<file path="config.mk">
export PLATFORM = sky130hd
export DESIGN_NAME = rtcc_regs
export DESIGN_NICKNAME = d
export VERILOG_FILES = /design/src/design/rtcc_pkg.sv /design/src/design/rtcc_regs.sv
export SDC_FILE = /design/constraint.sdc
export NUM_CORES = 1
export LEC_CHECK = 0
export ABC_AREA = 0
export BUFFER_PORTS_ARGS = -buffer_cell sky130_fd_sc_hd__buf_2
export CAP_MARGIN = 10
export CORE_MARGIN = 2
export CORE_UTILIZATION = 45
export DETAILED_ROUTE_END_ITERATION = 7
export PLACE_DENSITY = 0.73
export SLEW_MARGIN = 20
export SYNTH_ARGS = -nofsm -noshare
export SYNTH_HDL_FRONTEND = slang
export SYNTH_SLANG_ARGS = --single-unit
</file>
<file path="constraint.sdc">
create_clock -name core_clk -period 3.8 [get_ports core_clk]
set_clock_uncertainty 0.15 [all_clocks]
set_input_delay 0.38 -clock core_clk [delete_from_list [all_inputs] [get_ports core_clk]]
set_output_delay 0.38 -clock core_clk [all_outputs]
set_load 0.1 [all_outputs]
</file>
<file path="src/design/rtcc_pkg.sv">
/*
 * Shared constants and carrier types for the calendar page register block.
 * Assumes a single core clock domain and an AHB-Lite master doing
 * single whole-word transfers.
 */
package rtcc_pkg;

    // Low-speed timebase
    localparam int unsigned LS_CLK_HZ        = 32768;
    localparam int unsigned LS_EDGES_PER_SEC = LS_CLK_HZ;

    // Register byte offsets
    localparam logic [4:0] OFS_SEC   = 5'h00;
    localparam logic [4:0] OFS_MIN   = 5'h04;
    localparam logic [4:0] OFS_HOUR  = 5'h08;
    localparam logic [4:0] OFS_WDAY  = 5'h0c;
    localparam logic [4:0] OFS_DATE  = 5'h10;
    localparam logic [4:0] OFS_MONTH = 5'h14;
    localparam logic [4:0] OFS_YEAR  = 5'h18;
    localparam logic [4:0] OFS_CTL   = 5'h1c;

    // Control register and format bit positions
    localparam int unsigned CTL_PAGE_BIT  = 0;
    localparam int unsigned CTL_ALARM_BIT = 2;
    localparam int unsigned CTL_RUN_BIT   = 3;
    localparam int unsigned CTL_ROUND_BIT = 4;
    localparam int unsigned CTL_IRQ_BIT   = 7;
    localparam int unsigned FMT_BIT       = 0;

    // Writable field masks
    localparam logic [7:0] SEC_MASK   = 8'h7f;
    localparam logic [7:0] HOUR_MASK  = 8'h3f;
    localparam logic [7:0] WDAY_MASK  = 8'h07;
    localparam logic [7:0] DATE_MASK  = 8'h3f;
    localparam logic [7:0] MONTH_MASK = 8'h1f;
    localparam logic [7:0] LEAP_MASK  = 8'h03;

    // Reset values
    localparam logic [7:0] RST_SEC   = 8'h00;
    localparam logic [7:0] RST_HOUR  = 8'h00;
    localparam logic [7:0] RST_WDAY  = 8'h00;
    localparam logic [7:0] RST_DATE  = 8'h01;
    localparam logic [7:0] RST_MONTH = 8'h01;
    localparam logic [7:0] RST_YEAR  = 8'h00;
    localparam logic [1:0] RST_LEAP  = 2'h0;

    // BCD limits
    localparam logic [7:0] SEC_HALF    = 8'h30;
    localparam logic [7:0] BCD_59      = 8'h59;
    localparam logic [4:0] HOUR12_LAST = 5'h11;
    localparam logic [7:0] HOUR24_LAST = 8'h23;
    localparam logic [2:0] WDAY_LAST   = 3'h6;
    localparam logic [7:0] MONTH_LAST  = 8'h12;
    localparam logic [7:0] YEAR_LAST   = 8'h99;
    localparam logic [7:0] FEB         = 8'h02;

    localparam logic [1:0] HTRANS_NONSEQ = 2'b10;

    // Bus request from the master
    typedef struct packed {
        logic        hsel;
        logic [31:0] haddr;
        logic [1:0]  htrans;
        logic        hwrite;
        logic [2:0]  hsize;
        logic [31:0] hwdata;
        logic        hready;
    } rtcc_ahb_req_t;

    // Bus response to the master
    typedef struct packed {
        logic        hreadyout;
        logic        hresp;
        logic [31:0] hrdata;
    } rtcc_ahb_rsp_t;

endpackage : rtcc_pkg

</file>
<file path="src/design/rtcc_regs.sv">
/*
 * Calendar page registers: clock page and alarm page behind one control
 * register, BCD timekeeping from a low-speed tick, AHB-Lite slave.
 * Assumes ls_clk_in is already synchronous to core_clk.
 */
// Contract
// RULE_01: Format 0: hour bit5 PM, 0-11 BCD
// RULE_02: Weekday 0 Sunday to 6 Saturday
// RULE_03: Date is BCD 1-31, bits 7:6 zero
// RULE_04: Software writes only real, valid dates
// RULE_05: Clock page month BCD 01-12
// RULE_06: Alarm page month address shows format bit
// RULE_07: Format not changed while clock runs
// RULE_08: Year BCD 00-99, fully writable
// RULE_09: Alarm page year address shows leap cycle
// RULE_10: Control bit0 selects clock or alarm page
// RULE_11: Control written whole, never read-modify-write
// RULE_12: Control bit3 runs or halts timekeeping
// RULE_13: Bit2 alarm enable, bit7 interrupt enable
// RULE_14: Interrupt enable set in a later write
// RULE_15: Rounding request latched, served at tick
// RULE_16: Seconds 0-29 clear without minute carry
// RULE_17: Seconds 30-59 clear and carry minute (the code drops the minute carry while the clock is halted)
// RULE_18: Rounding bit reads pending state
// RULE_19: Reset clears interrupt, request, page bits
// RULE_20: Prescaler makes one-second tick from 32.768kHz
// RULE_21: Format 1 gives 24-hour BCD hours
// RULE_22: True month lengths, leap cycle advances
// RULE_23: Reserved bits ignore writes, read zero
`timescale 1ns/1ps
`default_nettype none

module rtcc_regs #(
    parameter int unsigned LS_EDGES = rtcc_pkg::LS_EDGES_PER_SEC  // Low-speed edges per second
) (
    input  wire logic                    core_clk,        // Core clock, 20 MHz
    input  wire logic                    rst,             // Synchronous reset, high
    input  wire rtcc_pkg::rtcc_ahb_req_t ahb_req,         // Bus request
    output var  rtcc_pkg::rtcc_ahb_rsp_t ahb_rsp,         // Bus response
    input  wire logic                    ls_clk_in,       // 32.768 kHz level
    output var  logic                    clock_interrupt  // Alarm interrupt pulse
);
    import rtcc_pkg::*;

    // BCD increment by one
    function automatic logic [7:0] bcd_inc(input logic [7:0] v);
        if (v[3:0] == 4'h9) begin
            bcd_inc = {v[7:4] + 4'h1, 4'h0};
        end else begin
            bcd_inc = {v[7:4], v[3:0] + 4'h1};
        end
    endfunction : bcd_inc

    // Last day of the month in BCD
    function automatic logic [7:0] last_day(input logic [7:0] mon,
                                            input logic [1:0] leap);
        case (mon)
            FEB:     last_day = (leap == 2'h0) ? 8'h29 : 8'h28;
            8'h04,
            8'h06,
            8'h09,
            8'h11:   last_day = 8'h30;
            default: last_day = 8'h31;
        endcase
    endfunction : last_day

    // Address decode: hit and word index
    function automatic logic [3:0] decode(input logic [31:0] a);
        decode = {(a[31:5] == 27'h0) && (a[1:0] == 2'h0), a[4:2]};
    endfunction : decode

    // Calendar state
    logic [7:0]  sec_r;    // Seconds, BCD
    logic [7:0]  min_r;    // Minutes, BCD
    logic [7:0]  hour_r;   // Hour in the selected view
    logic [7:0]  date_r;   // Day of month, BCD
    logic [7:0]  month_r;  // Month, BCD
    logic [7:0]  year_r;   // Year, BCD
    logic [2:0] wday_r;
    logic [1:0] leap_r;
    logic       fmt_r;
    // Alarm page state
    logic [7:0] a_hour_r, a_date_r;
    logic [2:0] a_wday_r;
    // Control state
    logic        page_r;        // Alarm page selected
    logic        alarm_en_r;    // Alarm match enable
    logic        run_en_r;      // Timekeeping runs
    logic        irq_en_r;      // Interrupt output enable
    logic        round_pend_r;  // Seconds rounding pending
    // Bus state
    logic       wr_pend_r;
    logic [2:0] wr_idx_r;
    logic [31:0] rdata_r;
    // Prescaler
    logic        ls_prev_r;
    logic [15:0] pre_cnt_r;
    logic        tick_d_r;

    logic        ls_rise, sec_tick;
    logic        acc, rd_acc;
    logic [3:0]  dec;
    logic [7:0]  rd_val, wd;
    logic [7:0]  sec_nxt, min_nxt, hour_nxt, date_nxt, month_nxt, year_nxt;
    logic [2:0]  wday_nxt;
    logic [1:0]  leap_nxt;
    logic        min_c;   // Carry into minutes
    logic        hour_c;  // Carry into hours
    logic        day_c;   // Carry into the day
    logic        mon_c;   // Carry into the month
    logic        year_c;  // Carry into the year
    logic        alarm_match;
    logic [7:0]  h12_low;

    localparam logic [15:0] PRE_TERM = 16'(LS_EDGES - 1);

    // Prescaler on low-speed rising edges
    assign ls_rise  = ls_clk_in & ~ls_prev_r;
    assign sec_tick = ls_rise && (pre_cnt_r == PRE_TERM); // RULE_20

    always_ff @(posedge core_clk) begin
        if (rst) begin
            ls_prev_r <= 1'b0;
            pre_cnt_r <= 16'h0;
            tick_d_r  <= 1'b0;
        end else begin
            ls_prev_r <= ls_clk_in;
            tick_d_r  <= sec_tick;
            if (sec_tick) begin
                pre_cnt_r <= 16'h0; // RULE_20
            end else if (ls_rise) begin
                pre_cnt_r <= pre_cnt_r + 16'h1;
            end
        end
    end

    // Bus address phase and write data phase
    // A write lands one edge after its address, so a read issued back to
    // back to the same register still returns the old value
    assign dec    = decode(ahb_req.haddr);
    assign acc    = ahb_req.hsel && ahb_req.hready && (ahb_req.htrans == HTRANS_NONSEQ);
    assign rd_acc = acc && !ahb_req.hwrite;
    assign wd     = ahb_req.hwdata[7:0];

    always_ff @(posedge core_clk) begin
        if (rst) begin
            wr_pend_r <= 1'b0;
            wr_idx_r  <= 3'h0;
        end else begin
            wr_pend_r <= acc && ahb_req.hwrite && dec[3];
            wr_idx_r  <= dec[2:0];
        end
    end

    // Data-phase write strobe for one register offset
    function automatic logic wr_at(input logic [4:0] ofs);
        wr_at = wr_pend_r && (wr_idx_r == ofs[4:2]);
    endfunction : wr_at

    // Carry chain for one tick
    always_comb begin
        sec_nxt   = sec_r;
        min_nxt   = min_r;
        hour_nxt  = hour_r;
        wday_nxt  = wday_r;
        date_nxt  = date_r;
        month_nxt = month_r;
        year_nxt  = year_r;
        leap_nxt  = leap_r;
        min_c     = 1'b0;
        hour_c    = 1'b0;
        day_c     = 1'b0;
        mon_c     = 1'b0;
        year_c    = 1'b0;
        h12_low   = bcd_inc({3'h0, hour_r[4:0]});
        // Seconds and rounding service
        if (sec_tick && round_pend_r) begin
            sec_nxt = 8'h00; // RULE_15
            if (sec_r >= SEC_HALF) begin
                // A halted clock drops the minute carry
                min_c = run_en_r; // RULE_17
            end else begin
                min_c = 1'b0; // RULE_16
            end
        end else if (sec_tick && run_en_r) begin // RULE_12
            if (sec_r == BCD_59) begin
                sec_nxt = 8'h00;
                min_c   = 1'b1;
            end else begin
                sec_nxt = bcd_inc(sec_r);
            end
        end
        // Minutes
        if (min_c) begin
            if (min_r == BCD_59) begin
                min_nxt = 8'h00;
                hour_c  = 1'b1;
            end else begin
                min_nxt = bcd_inc(min_r);
            end
        end
        // Hours in either view
        if (hour_c) begin
            if (fmt_r) begin
                if (hour_r == HOUR24_LAST) begin // RULE_21
                    hour_nxt = 8'h00;
                    day_c    = 1'b1;
                end else begin
                    hour_nxt = bcd_inc(hour_r);
                end
            end else if (hour_r[4:0] == HOUR12_LAST) begin // RULE_01
                hour_nxt = {2'b00, ~hour_r[5], 5'h00};
                day_c    = hour_r[5];
            end else begin
                hour_nxt = {2'b00, hour_r[5], h12_low[4:0]};
            end
        end
        // Weekday and date
        if (day_c) begin
            wday_nxt = (wday_r == WDAY_LAST) ? 3'h0 : wday_r + 3'h1; // RULE_02
            if (date_r == last_day(month_r, leap_r)) begin // RULE_22
                date_nxt = 8'h01;
                mon_c    = 1'b1;
            end else begin
                date_nxt = bcd_inc(date_r); // RULE_03
            end
        end
        // Month and year
        if (mon_c) begin
            if (month_r == MONTH_LAST) begin // RULE_05
                month_nxt = 8'h01;
                year_c    = 1'b1;
            end else begin
                month_nxt = bcd_inc(month_r);
            end
        end
        if (year_c) begin
            year_nxt = (year_r == YEAR_LAST) ? 8'h00 : bcd_inc(year_r); // RULE_08
            leap_nxt = leap_r + 2'h1; // RULE_22
        end
    end

    // Clock page counters; a bus write wins over a tick
    always_ff @(posedge core_clk) begin
        if (rst) begin
            sec_r   <= RST_SEC;
            min_r   <= RST_SEC;
            hour_r  <= RST_HOUR;
            wday_r  <= RST_WDAY[2:0];
            date_r  <= RST_DATE;
            month_r <= RST_MONTH;
            year_r  <= RST_YEAR;
        end else begin
            sec_r   <= wr_at(OFS_SEC) ? (wd & SEC_MASK) : sec_nxt;
            min_r   <= wr_at(OFS_MIN) ? (wd & SEC_MASK) : min_nxt;
            hour_r  <= (wr_at(OFS_HOUR) && !page_r) ? (wd & HOUR_MASK) : hour_nxt; // RULE_01
            wday_r  <= (wr_at(OFS_WDAY) && !page_r) ? wd[2:0] : wday_nxt; // RULE_02
            date_r  <= (wr_at(OFS_DATE) && !page_r) ? (wd & DATE_MASK) : date_nxt; // RULE_03
            month_r <= (wr_at(OFS_MONTH) && !page_r) ? (wd & MONTH_MASK) : month_nxt; // RULE_05
            year_r  <= (wr_at(OFS_YEAR) && !page_r) ? wd : year_nxt; // RULE_08
        end
    end

    // Alarm page fields, format and leap cycle
    always_ff @(posedge core_clk) begin
        if (rst) begin
            a_hour_r <= RST_HOUR;
            a_wday_r <= RST_WDAY[2:0];
            a_date_r <= RST_DATE;
            fmt_r    <= 1'b0;
            leap_r   <= RST_LEAP;
        end else begin
            if (wr_at(OFS_HOUR) && page_r) begin
                a_hour_r <= wd & HOUR_MASK; // RULE_23
            end
            if (wr_at(OFS_WDAY) && page_r) begin
                a_wday_r <= wd[2:0];
            end
            if (wr_at(OFS_DATE) && page_r) begin
                a_date_r <= wd & DATE_MASK;
            end
            if (wr_at(OFS_MONTH) && page_r) begin
                fmt_r <= wd[FMT_BIT]; // RULE_06
            end
            if (wr_at(OFS_YEAR) && page_r) begin
                leap_r <= wd[1:0]; // RULE_09
            end else begin
                leap_r <= leap_nxt;
            end
        end
    end

    // Control register
    always_ff @(posedge core_clk) begin
        if (rst) begin
            page_r     <= 1'b0; // RULE_19
            irq_en_r   <= 1'b0;
            alarm_en_r <= 1'b0;
            run_en_r   <= 1'b0;
        end else if (wr_at(OFS_CTL)) begin
            page_r     <= wd[CTL_PAGE_BIT]; // RULE_10
            alarm_en_r <= wd[CTL_ALARM_BIT]; // RULE_13
            run_en_r   <= wd[CTL_RUN_BIT]; // RULE_12
            irq_en_r   <= wd[CTL_IRQ_BIT];
        end
    end

    // Rounding request: a new write of 1 wins over service
    always_ff @(posedge core_clk) begin
        if (rst) begin
            round_pend_r <= 1'b0; // RULE_19
        end else if (wr_at(OFS_CTL) && wd[CTL_ROUND_BIT]) begin
            round_pend_r <= 1'b1; // RULE_15
        end else if (sec_tick) begin
            round_pend_r <= 1'b0; // RULE_18
        end
    end

    // Alarm match, checked one cycle after the tick settles
    assign alarm_match = (sec_r == 8'h00) && (min_r == 8'h00) &&
                         (hour_r == a_hour_r) && (wday_r == a_wday_r) &&
                         (date_r == a_date_r);

    always_ff @(posedge core_clk) begin
        if (rst) begin
            clock_interrupt <= 1'b0;
        end else begin
            clock_interrupt <= tick_d_r && alarm_en_r && irq_en_r && alarm_match; // RULE_13
        end
    end

    // Read mux by page
    always_comb begin
        rd_val = 8'h00; // RULE_23
        case (dec[2:0])
            OFS_SEC[4:2]:   rd_val = sec_r;
            OFS_MIN[4:2]:   rd_val = min_r;
            OFS_HOUR[4:2]:  rd_val = page_r ? a_hour_r : hour_r;
            OFS_WDAY[4:2]:  rd_val = {5'h00, page_r ? a_wday_r : wday_r}; // RULE_02
            OFS_DATE[4:2]:  rd_val = page_r ? a_date_r : date_r; // RULE_03
            OFS_MONTH[4:2]: rd_val = page_r ? {7'h00, fmt_r} : month_r; // RULE_06
            OFS_YEAR[4:2]:  rd_val = page_r ? {6'h00, leap_r} : year_r; // RULE_09
            OFS_CTL[4:2]: begin
                rd_val = 8'h00;
                rd_val[CTL_PAGE_BIT]  = page_r;
                rd_val[CTL_ALARM_BIT] = alarm_en_r;
                rd_val[CTL_RUN_BIT]   = run_en_r;
                rd_val[CTL_ROUND_BIT] = round_pend_r; // RULE_18
                rd_val[CTL_IRQ_BIT]   = irq_en_r; // RULE_13
            end
            default: rd_val = 8'h00;
        endcase
        if (!dec[3]) begin
            rd_val = 8'h00;
        end
    end

    // Read data captured at the address phase
    always_ff @(posedge core_clk) begin
        if (rst) begin
            rdata_r <= 32'h0;
        end else if (rd_acc) begin
            rdata_r <= {24'h0, rd_val};
        end
    end

    // Zero-wait, always OKAY
    assign ahb_rsp = '{hreadyout: 1'b1, hresp: 1'b0, hrdata: rdata_r};

endmodule : rtcc_regs

`default_nettype wire

</file>
== Word-level counts from Yosys, hierarchy flattened ==
Cells that the tools add are included.

* Flip-flop bits (word level): 105
* Output and inout bits: 35

* Add/subtract/negate cells: 16
* Magnitude comparators: 1
* Equality and inequality tests: 40
* Muxes and demuxes: 59
* Bitwise gates (word level): 3
* Reductions and logical operators: 83

{| class="wikitable"
|+ Operator list
! operator !! number
|-
| 2-to-1 mux 8 bit || 21
|-
| case mux 8 bit (8 select lines) || 1
|-
| adder 4 x 1 -> 4 bit (second input constant) || 12
|-
| logical AND 1 bit || 35
|-
| 2-to-1 mux 7 bit || 5
|-
| 2-to-1 mux 6 bit || 5
|-
| equality test 3 bit (second input constant) || 9
|-
| zero test 27 bit || 1
|-
| equality test 4 bit (second input constant) || 6
|-
| nonzero test 2 bit || 12
|-
| AND reduction 2 bit || 10
|-
| nonzero test 3 bit || 6
|-
| 2-to-1 mux 1 bit || 17
|-
| adder 16 x 1 -> 16 bit (second input constant) || 1
|-
| equality test 16 x 15 -> 1 bit (second input constant) || 1
|-
| equality test 8 x 3 -> 1 bit (second input constant) || 2
|-
| equality test 8 x 5 -> 1 bit (second input constant) || 2
|-
| equality test 8 x 6 -> 1 bit || 2
|-
| equality test 8 x 7 -> 1 bit (second input constant) || 2
|-
| zero test 8 bit || 2
|-
| 2-to-1 mux 5 bit || 3
|-
| equality test 3 x 2 -> 1 bit (second input constant) || 4
|-
| 2-to-1 mux 3 bit || 4
|-
| case mux 5 bit (2 select lines) || 1
|-
| 26 further kinds || 38
|}

== Logic depth before layout (Yosys ltp) ==
* Depth after elaboration: 15
* Depth in mapped cells: 10
* Mapped depth without buffers: 8

== Worst setup path before layout ==
OpenSTA, ideal clock, no wires.

* Path kind: reg2reg
* From: reg sec_r[0]
* To: reg year_r[0]
* Setup time: 91 ps
* Arrival: 2,239 ps
* Data required time: 3,559 ps
* Setup slack: 1,320 ps
* Stages on the path, launching flop included: 9
* Path buffers: 1
* Clock period less this slack: 2,480 ps
* Cells stage by stage: dfxtp_1 ha_1 nand4b_1 o31ai_4 o2111a_1 buf_6 o211ai_4 or4_1 a311oi_1

* Longest elaborated chain between the ends: 9
* Elaborated cells between the ends (all ways): 11
* Classes of those cells: 1 x order compare; 1 x eq/ne; 8 x mux; 1 x reduce/logical

{| class="wikitable"
|+ Ends and longest elaborated chain
! what !! line !! text
|-
| start: declaration || rtcc_regs.sv:73 || <nowiki>logic [7:0] sec_r;</nowiki>
|-
| start signal: assignment || rtcc_regs.sv:254 || <nowiki>sec_r <= wr_at(OFS_SEC) ? (wd & SEC_MASK) : sec_nxt;</nowiki>
|-
| parallel branches: the longest is 3 deep, another holds greater-or-equal comparator 8 x 6 -> 1 bit || n/a ||
|-
| 2-to-1 mux 1 bit * || rtcc_regs.sv:177 || <nowiki>if (sec_tick && round_pend_r) begin</nowiki>
|-
| 2-to-1 mux 1 bit * || rtcc_regs.sv:194 || <nowiki>if (min_c) begin</nowiki>
|-
| 2-to-1 mux 1 bit * || rtcc_regs.sv:203 || <nowiki>if (hour_c) begin</nowiki>
|-
| 2-to-1 mux 1 bit * || rtcc_regs.sv:219 || <nowiki>if (day_c) begin</nowiki>
|-
| 2-to-1 mux 1 bit * || rtcc_regs.sv:229 || <nowiki>if (mon_c) begin</nowiki>
|-
| nonzero test 2 bit (no line) * || n/a ||
|-
| end signal: assignment || rtcc_regs.sv:260 || <nowiki>year_r <= (wr_at(OFS_YEAR) && !page_r) ? wd : year_nxt;</nowiki>
|-
| end: declaration || rtcc_regs.sv:78 || <nowiki>logic [7:0] year_r;</nowiki>
|}

Mark *: on every way between the ends.
A chain may end at the register's enable or synchronous reset.

== Worst setup path after layout ==
* From: reg min_r[0]
* To: reg year_r[0]

* Longest elaborated chain between the ends: 7

{| class="wikitable"
|+ Ends and longest elaborated chain
! what !! line !! text
|-
| start: declaration || rtcc_regs.sv:74 || <nowiki>logic [7:0] min_r;</nowiki>
|-
| start signal: assignment || rtcc_regs.sv:255 || <nowiki>min_r <= wr_at(OFS_MIN) ? (wd & SEC_MASK) : min_nxt;</nowiki>
|-
| equality test 8 x 7 -> 1 bit || rtcc_regs.sv:195 || <nowiki>if (min_r == BCD_59) begin</nowiki>
|-
| 2-to-1 mux 1 bit || rtcc_regs.sv:195 ||
|-
| 2-to-1 mux 1 bit || rtcc_regs.sv:194 ||
|-
| 2-to-1 mux 1 bit || rtcc_regs.sv:203 ||
|-
| 2-to-1 mux 1 bit || rtcc_regs.sv:219 ||
|-
| 2-to-1 mux 1 bit || rtcc_regs.sv:229 ||
|-
| nonzero test 2 bit (no line) || n/a ||
|}

No other way between the ends.

==> metrics.md <==
| Metric | Value |
|---|---|
| Portion of total power attributed to sequential cells | `approximately half` |
| Detailed Routing Iterations Pass 1 | `5` |
| Number of top-level pins | `between 100 and 150` |
| Antenna-violating nets left | `0` |
| Register bit total from synthesis | `105` |
| Via-per-instance ratio | `a little over 6` |
| Synth Instances | `867` |
| Number of remaining DRC errors | `0` |
| Setup bufs post-CTS | `0` |
| Hold-fix buffers, CTS | `0` |
| Switching Fraction | `30.0%` |
| Standard cell area after detailed placement | `between 0.007 and 0.008 mm^2` |
| Post-route minimum period | `2.95 ns` |
| Clk_lat worst skew | `0.37 ns` |
| Clock buffers created by TritonCTS | `9` |
| Initial core utilization | `45.8%` |
| Setup TNS Final | `0 ns` |
| Net Switching | `around 0.69 mW` |
| Buffers added on ports | `56` |
| Endpoint type of the worst setup path | `flip-flop` |
| Clock transition at the registers of the reported paths | `0.08 ns` |
| Global-route wire length before repair | `approximately 31000 um` |
| Die W | `between 100 and 150 um` |
| Clock Root Buffer | `clkbuf_16` |
| WS Path Type | `flip-flop to flip-flop` |
| Fraction of layout instances using a drive strength above 1 | `12.3%` |
| Largest net degree at the start of global routing | `73` |
| Number of buffers on the longest clock path | `2` |
| Proportion of synthesized chip area in sequential cells | `30.3%` |
| Share of the clock period used by the worst path | `between 70% and 80%` |
| Synthesis-to-layout area growth | `7.98%` |
| Via count of the first global-routing pass | `approximately 6.0k` |
| Worst max-slew margin expressed relative to the limit | `roughly 45%` |
| Total setup violations reported at the end of the flow | `0` |
| Power per cell area | `308 mW/mm^2` |
| Utilization after layout | `49.4%` |
| FFs w/ async S/R, synth | `0%` |
| Initial antenna violation count | `0` |
| Number of standard-cell rows in the floorplan | `45` |
| Leading cell types by total area after synthesis | `dfxtp_1 30%, nor2_1 6.1%, ha_1 5.1%` |
| Max-cap violations | `0` |
| Arrival time at the worst endpoint | `3.07 ns` |
| Start point of the worst hold path | `ls_clk_in` |
| GRT Overall Usage | `between 20% and 30%` |
| Estimated wirelength of the detail-placed design | `between 10000 and 15000 um` |
| Level count of the clock H-tree | `3` |
| Mapped cell area | `0.00693 mm^2` |
| N_diodes | `0` |
| Fraction of synthesized cell area taken by the top area cell type | `between 30 and 40%` |
| Final hold viol count | `0` |
| Y dimension of the die | `roughly 130 um` |
| Largest fanout on the critical path | `17` |
| Maximum operating frequency | `around 340 MHz` |
| Number of synthesized flops with an enable pin | `0` |
| Yosys Warn Count | `0` |
| GR Overflow Total | `0` |
| WL final | `between 15000 and 20000 um` |
| Lkg Pwr | `between 2 and 3 nW` |
| Total via count in the routed design | `6558` |
| Top_reg_cell synth | `dfxtp_1` |
| Clock tree from TritonCTS | `done` |
| Internal power component | `1.61 mW` |
| Worst Tran Pin Value | `0.820 ns` |
| Gates resized, CTS repair | `0` |
| Relative contribution of combinational cells to total power | `10.2%` |
| Worst IR Drop VDD | `273 uV` |
| Number of library cell types mapped by synthesis | `81` |
| RSZ-0062 raised after global routing | `false` |
| Starting DRT DRC Count | `626` |
| Fillcell total | `about 1.5k` |
| DR WL/cell | `17.5 um` |
| Total non-filler cell area in the finished layout | `around 0.0075 mm^2` |
| Reg2Reg Launch Point | `min_r[0]` |
| Setup crit start kind | `flip-flop` |
| Run status | `completed` |
| Routability cong. | `between 0.9 and 1` |
| Post-Syn Area per Cell | `~8.0 um^2` |
| Clock sinks | `approximately 110` |
| First element of the critical path | `min_r[0]` |
| Finished Layout Cells | `1079` |
| Clk pwr share | `around two fifths` |
| Type of the worst min-delay path | `input pin to flip-flop` |
| Standard cell core area | `roughly 0.015 mm^2` |
| Final-stage net count | `around 990` |
| Area enclosed by the die boundary | `0.0164 mm^2` |
| Cell Count Post-Placement | `1063` |
| Worst Path Required | `about 4 ns` |
| Count of final max-slew check failures | `0` |
| Post-synth top area cell | `dfxtp_1` |
==> sequential cells by signal (all words and copies together) (netlist names), 8 cells and up <==
signal / flops
sec_r: 8
month_r: 8
min_r: 8
year_r: 8
rdata_r: 8
hour_r: 8
pre_cnt_r: 16
date_r: 8
==> power by group through the flow <==
stage | combinational (mW) | sequential [mW] | clock, mW
finish | 0.235 | 1.12 | 0.953
global placement | 0.232 | 1.14 | 0
floorplan | 0.206 | 1.13 | 0
detailed placement | 0.233 | 1.14 | 0
global route | 0.249 | 1.12 | 1.00
CTS | 0.233 | 1.11 | 0.970
==> path summary, 6_finish.rpt <==
path	slack (ns)	to	depth (start not counted)
max	0.85	year_r[0]	7
min	0.12	ls_prev_r	2
max reg2reg	0.85	year_r[0]	7
min reg2reg	0.31	rdata_r[1]	2
==> cell type report <==
| cell class | instances | area [um^2] | share of cell area (%) |
|---|---|---|---|
| clock inverter | 7 | 68.8 | 0.919 |
| inverter | 31 | 116 | 1.55 |
| clock buffer | 9 | 225 | 3.01 |
| tap | 188 | 235 | 3.14 |
| timing repair buffer | 64 | 343 | 4.58 |
| multi-input combinational | 675 | 4400 | 58.7 |
| sequential | 105 | 2100 | 28.1 |
==> kinds of logic (layout without fill, tap and decap cells) <==
kind of cell | count (synthesis) | after routing | synth area share [%]
flops | 105 | 105 | 30.3
buf+inv | 111 | 111 | 7.58
simple gates | 356 | 356 | 27.3
xor+xnor | 32 | 32 | 4.04
fa+ha+maj | 28 | 28 | 5.05
compound gates | 197 | 197 | 19.8
mux | 36 | 36 | 5.81
other cells | 2 | 26 | 0.108
==> layout by cell type (no fill, tap or decap), drive strengths merged, types with 18 or more instances in the layout <==
cell type / instances
buf: 64
nand4: 19
nand3: 34
conb: 26
ha: 28
mux2i: 29
nor2: 113
a211oi: 18
nor3: 22
o21ai: 38
nand2: 51
inv: 35
xnor2: 21
dfxtp: 105
a21oi: 52
==> critical path, stage by stage, from the launching register on <==
cell      delay [ns]
dfxtp_1         0.47
ha_1            0.22
nand3b_1        0.16
nor4_2          0.44
o2111a_1        0.38
o211ai_4        0.22
or4_1           0.53
a311oi_1        0.27
==> cells in the mapped netlist (all sizes together), types with 15 or more instances <==
cell type and number:
nor2 113, dfxtp 105, a211oi 18, buf 36, a311oi 15, xnor2 21
inv 31, nor3 22, ha 28, o21ai 38, nand2 51, mux2i 29
nand3 34, nand4 19, nor2b 15, a21oi 52, clkbuf 44
==> per-stage QoR <==
stage	setup WS [ns]	hold WS (ns)	power (mW)
finish	0.846	0.117	2.30
CTS	0.852	0.117	2.32
floorplan	1.32	0.308	1.34
detailed placement	0.867	0.297	1.37
global route	0.660	0.121	2.37
global placement	0.882	0.289	1.37
==> layer usage <==
metal / track usage [%] / routed length (um)
met3: 4.72 / 1300
met1: 32.0 / 8410
met4: 8.53 / 507
met5: 0 / 0
met2: 37.2 / 8610
(Power assumes the default switching activity.)
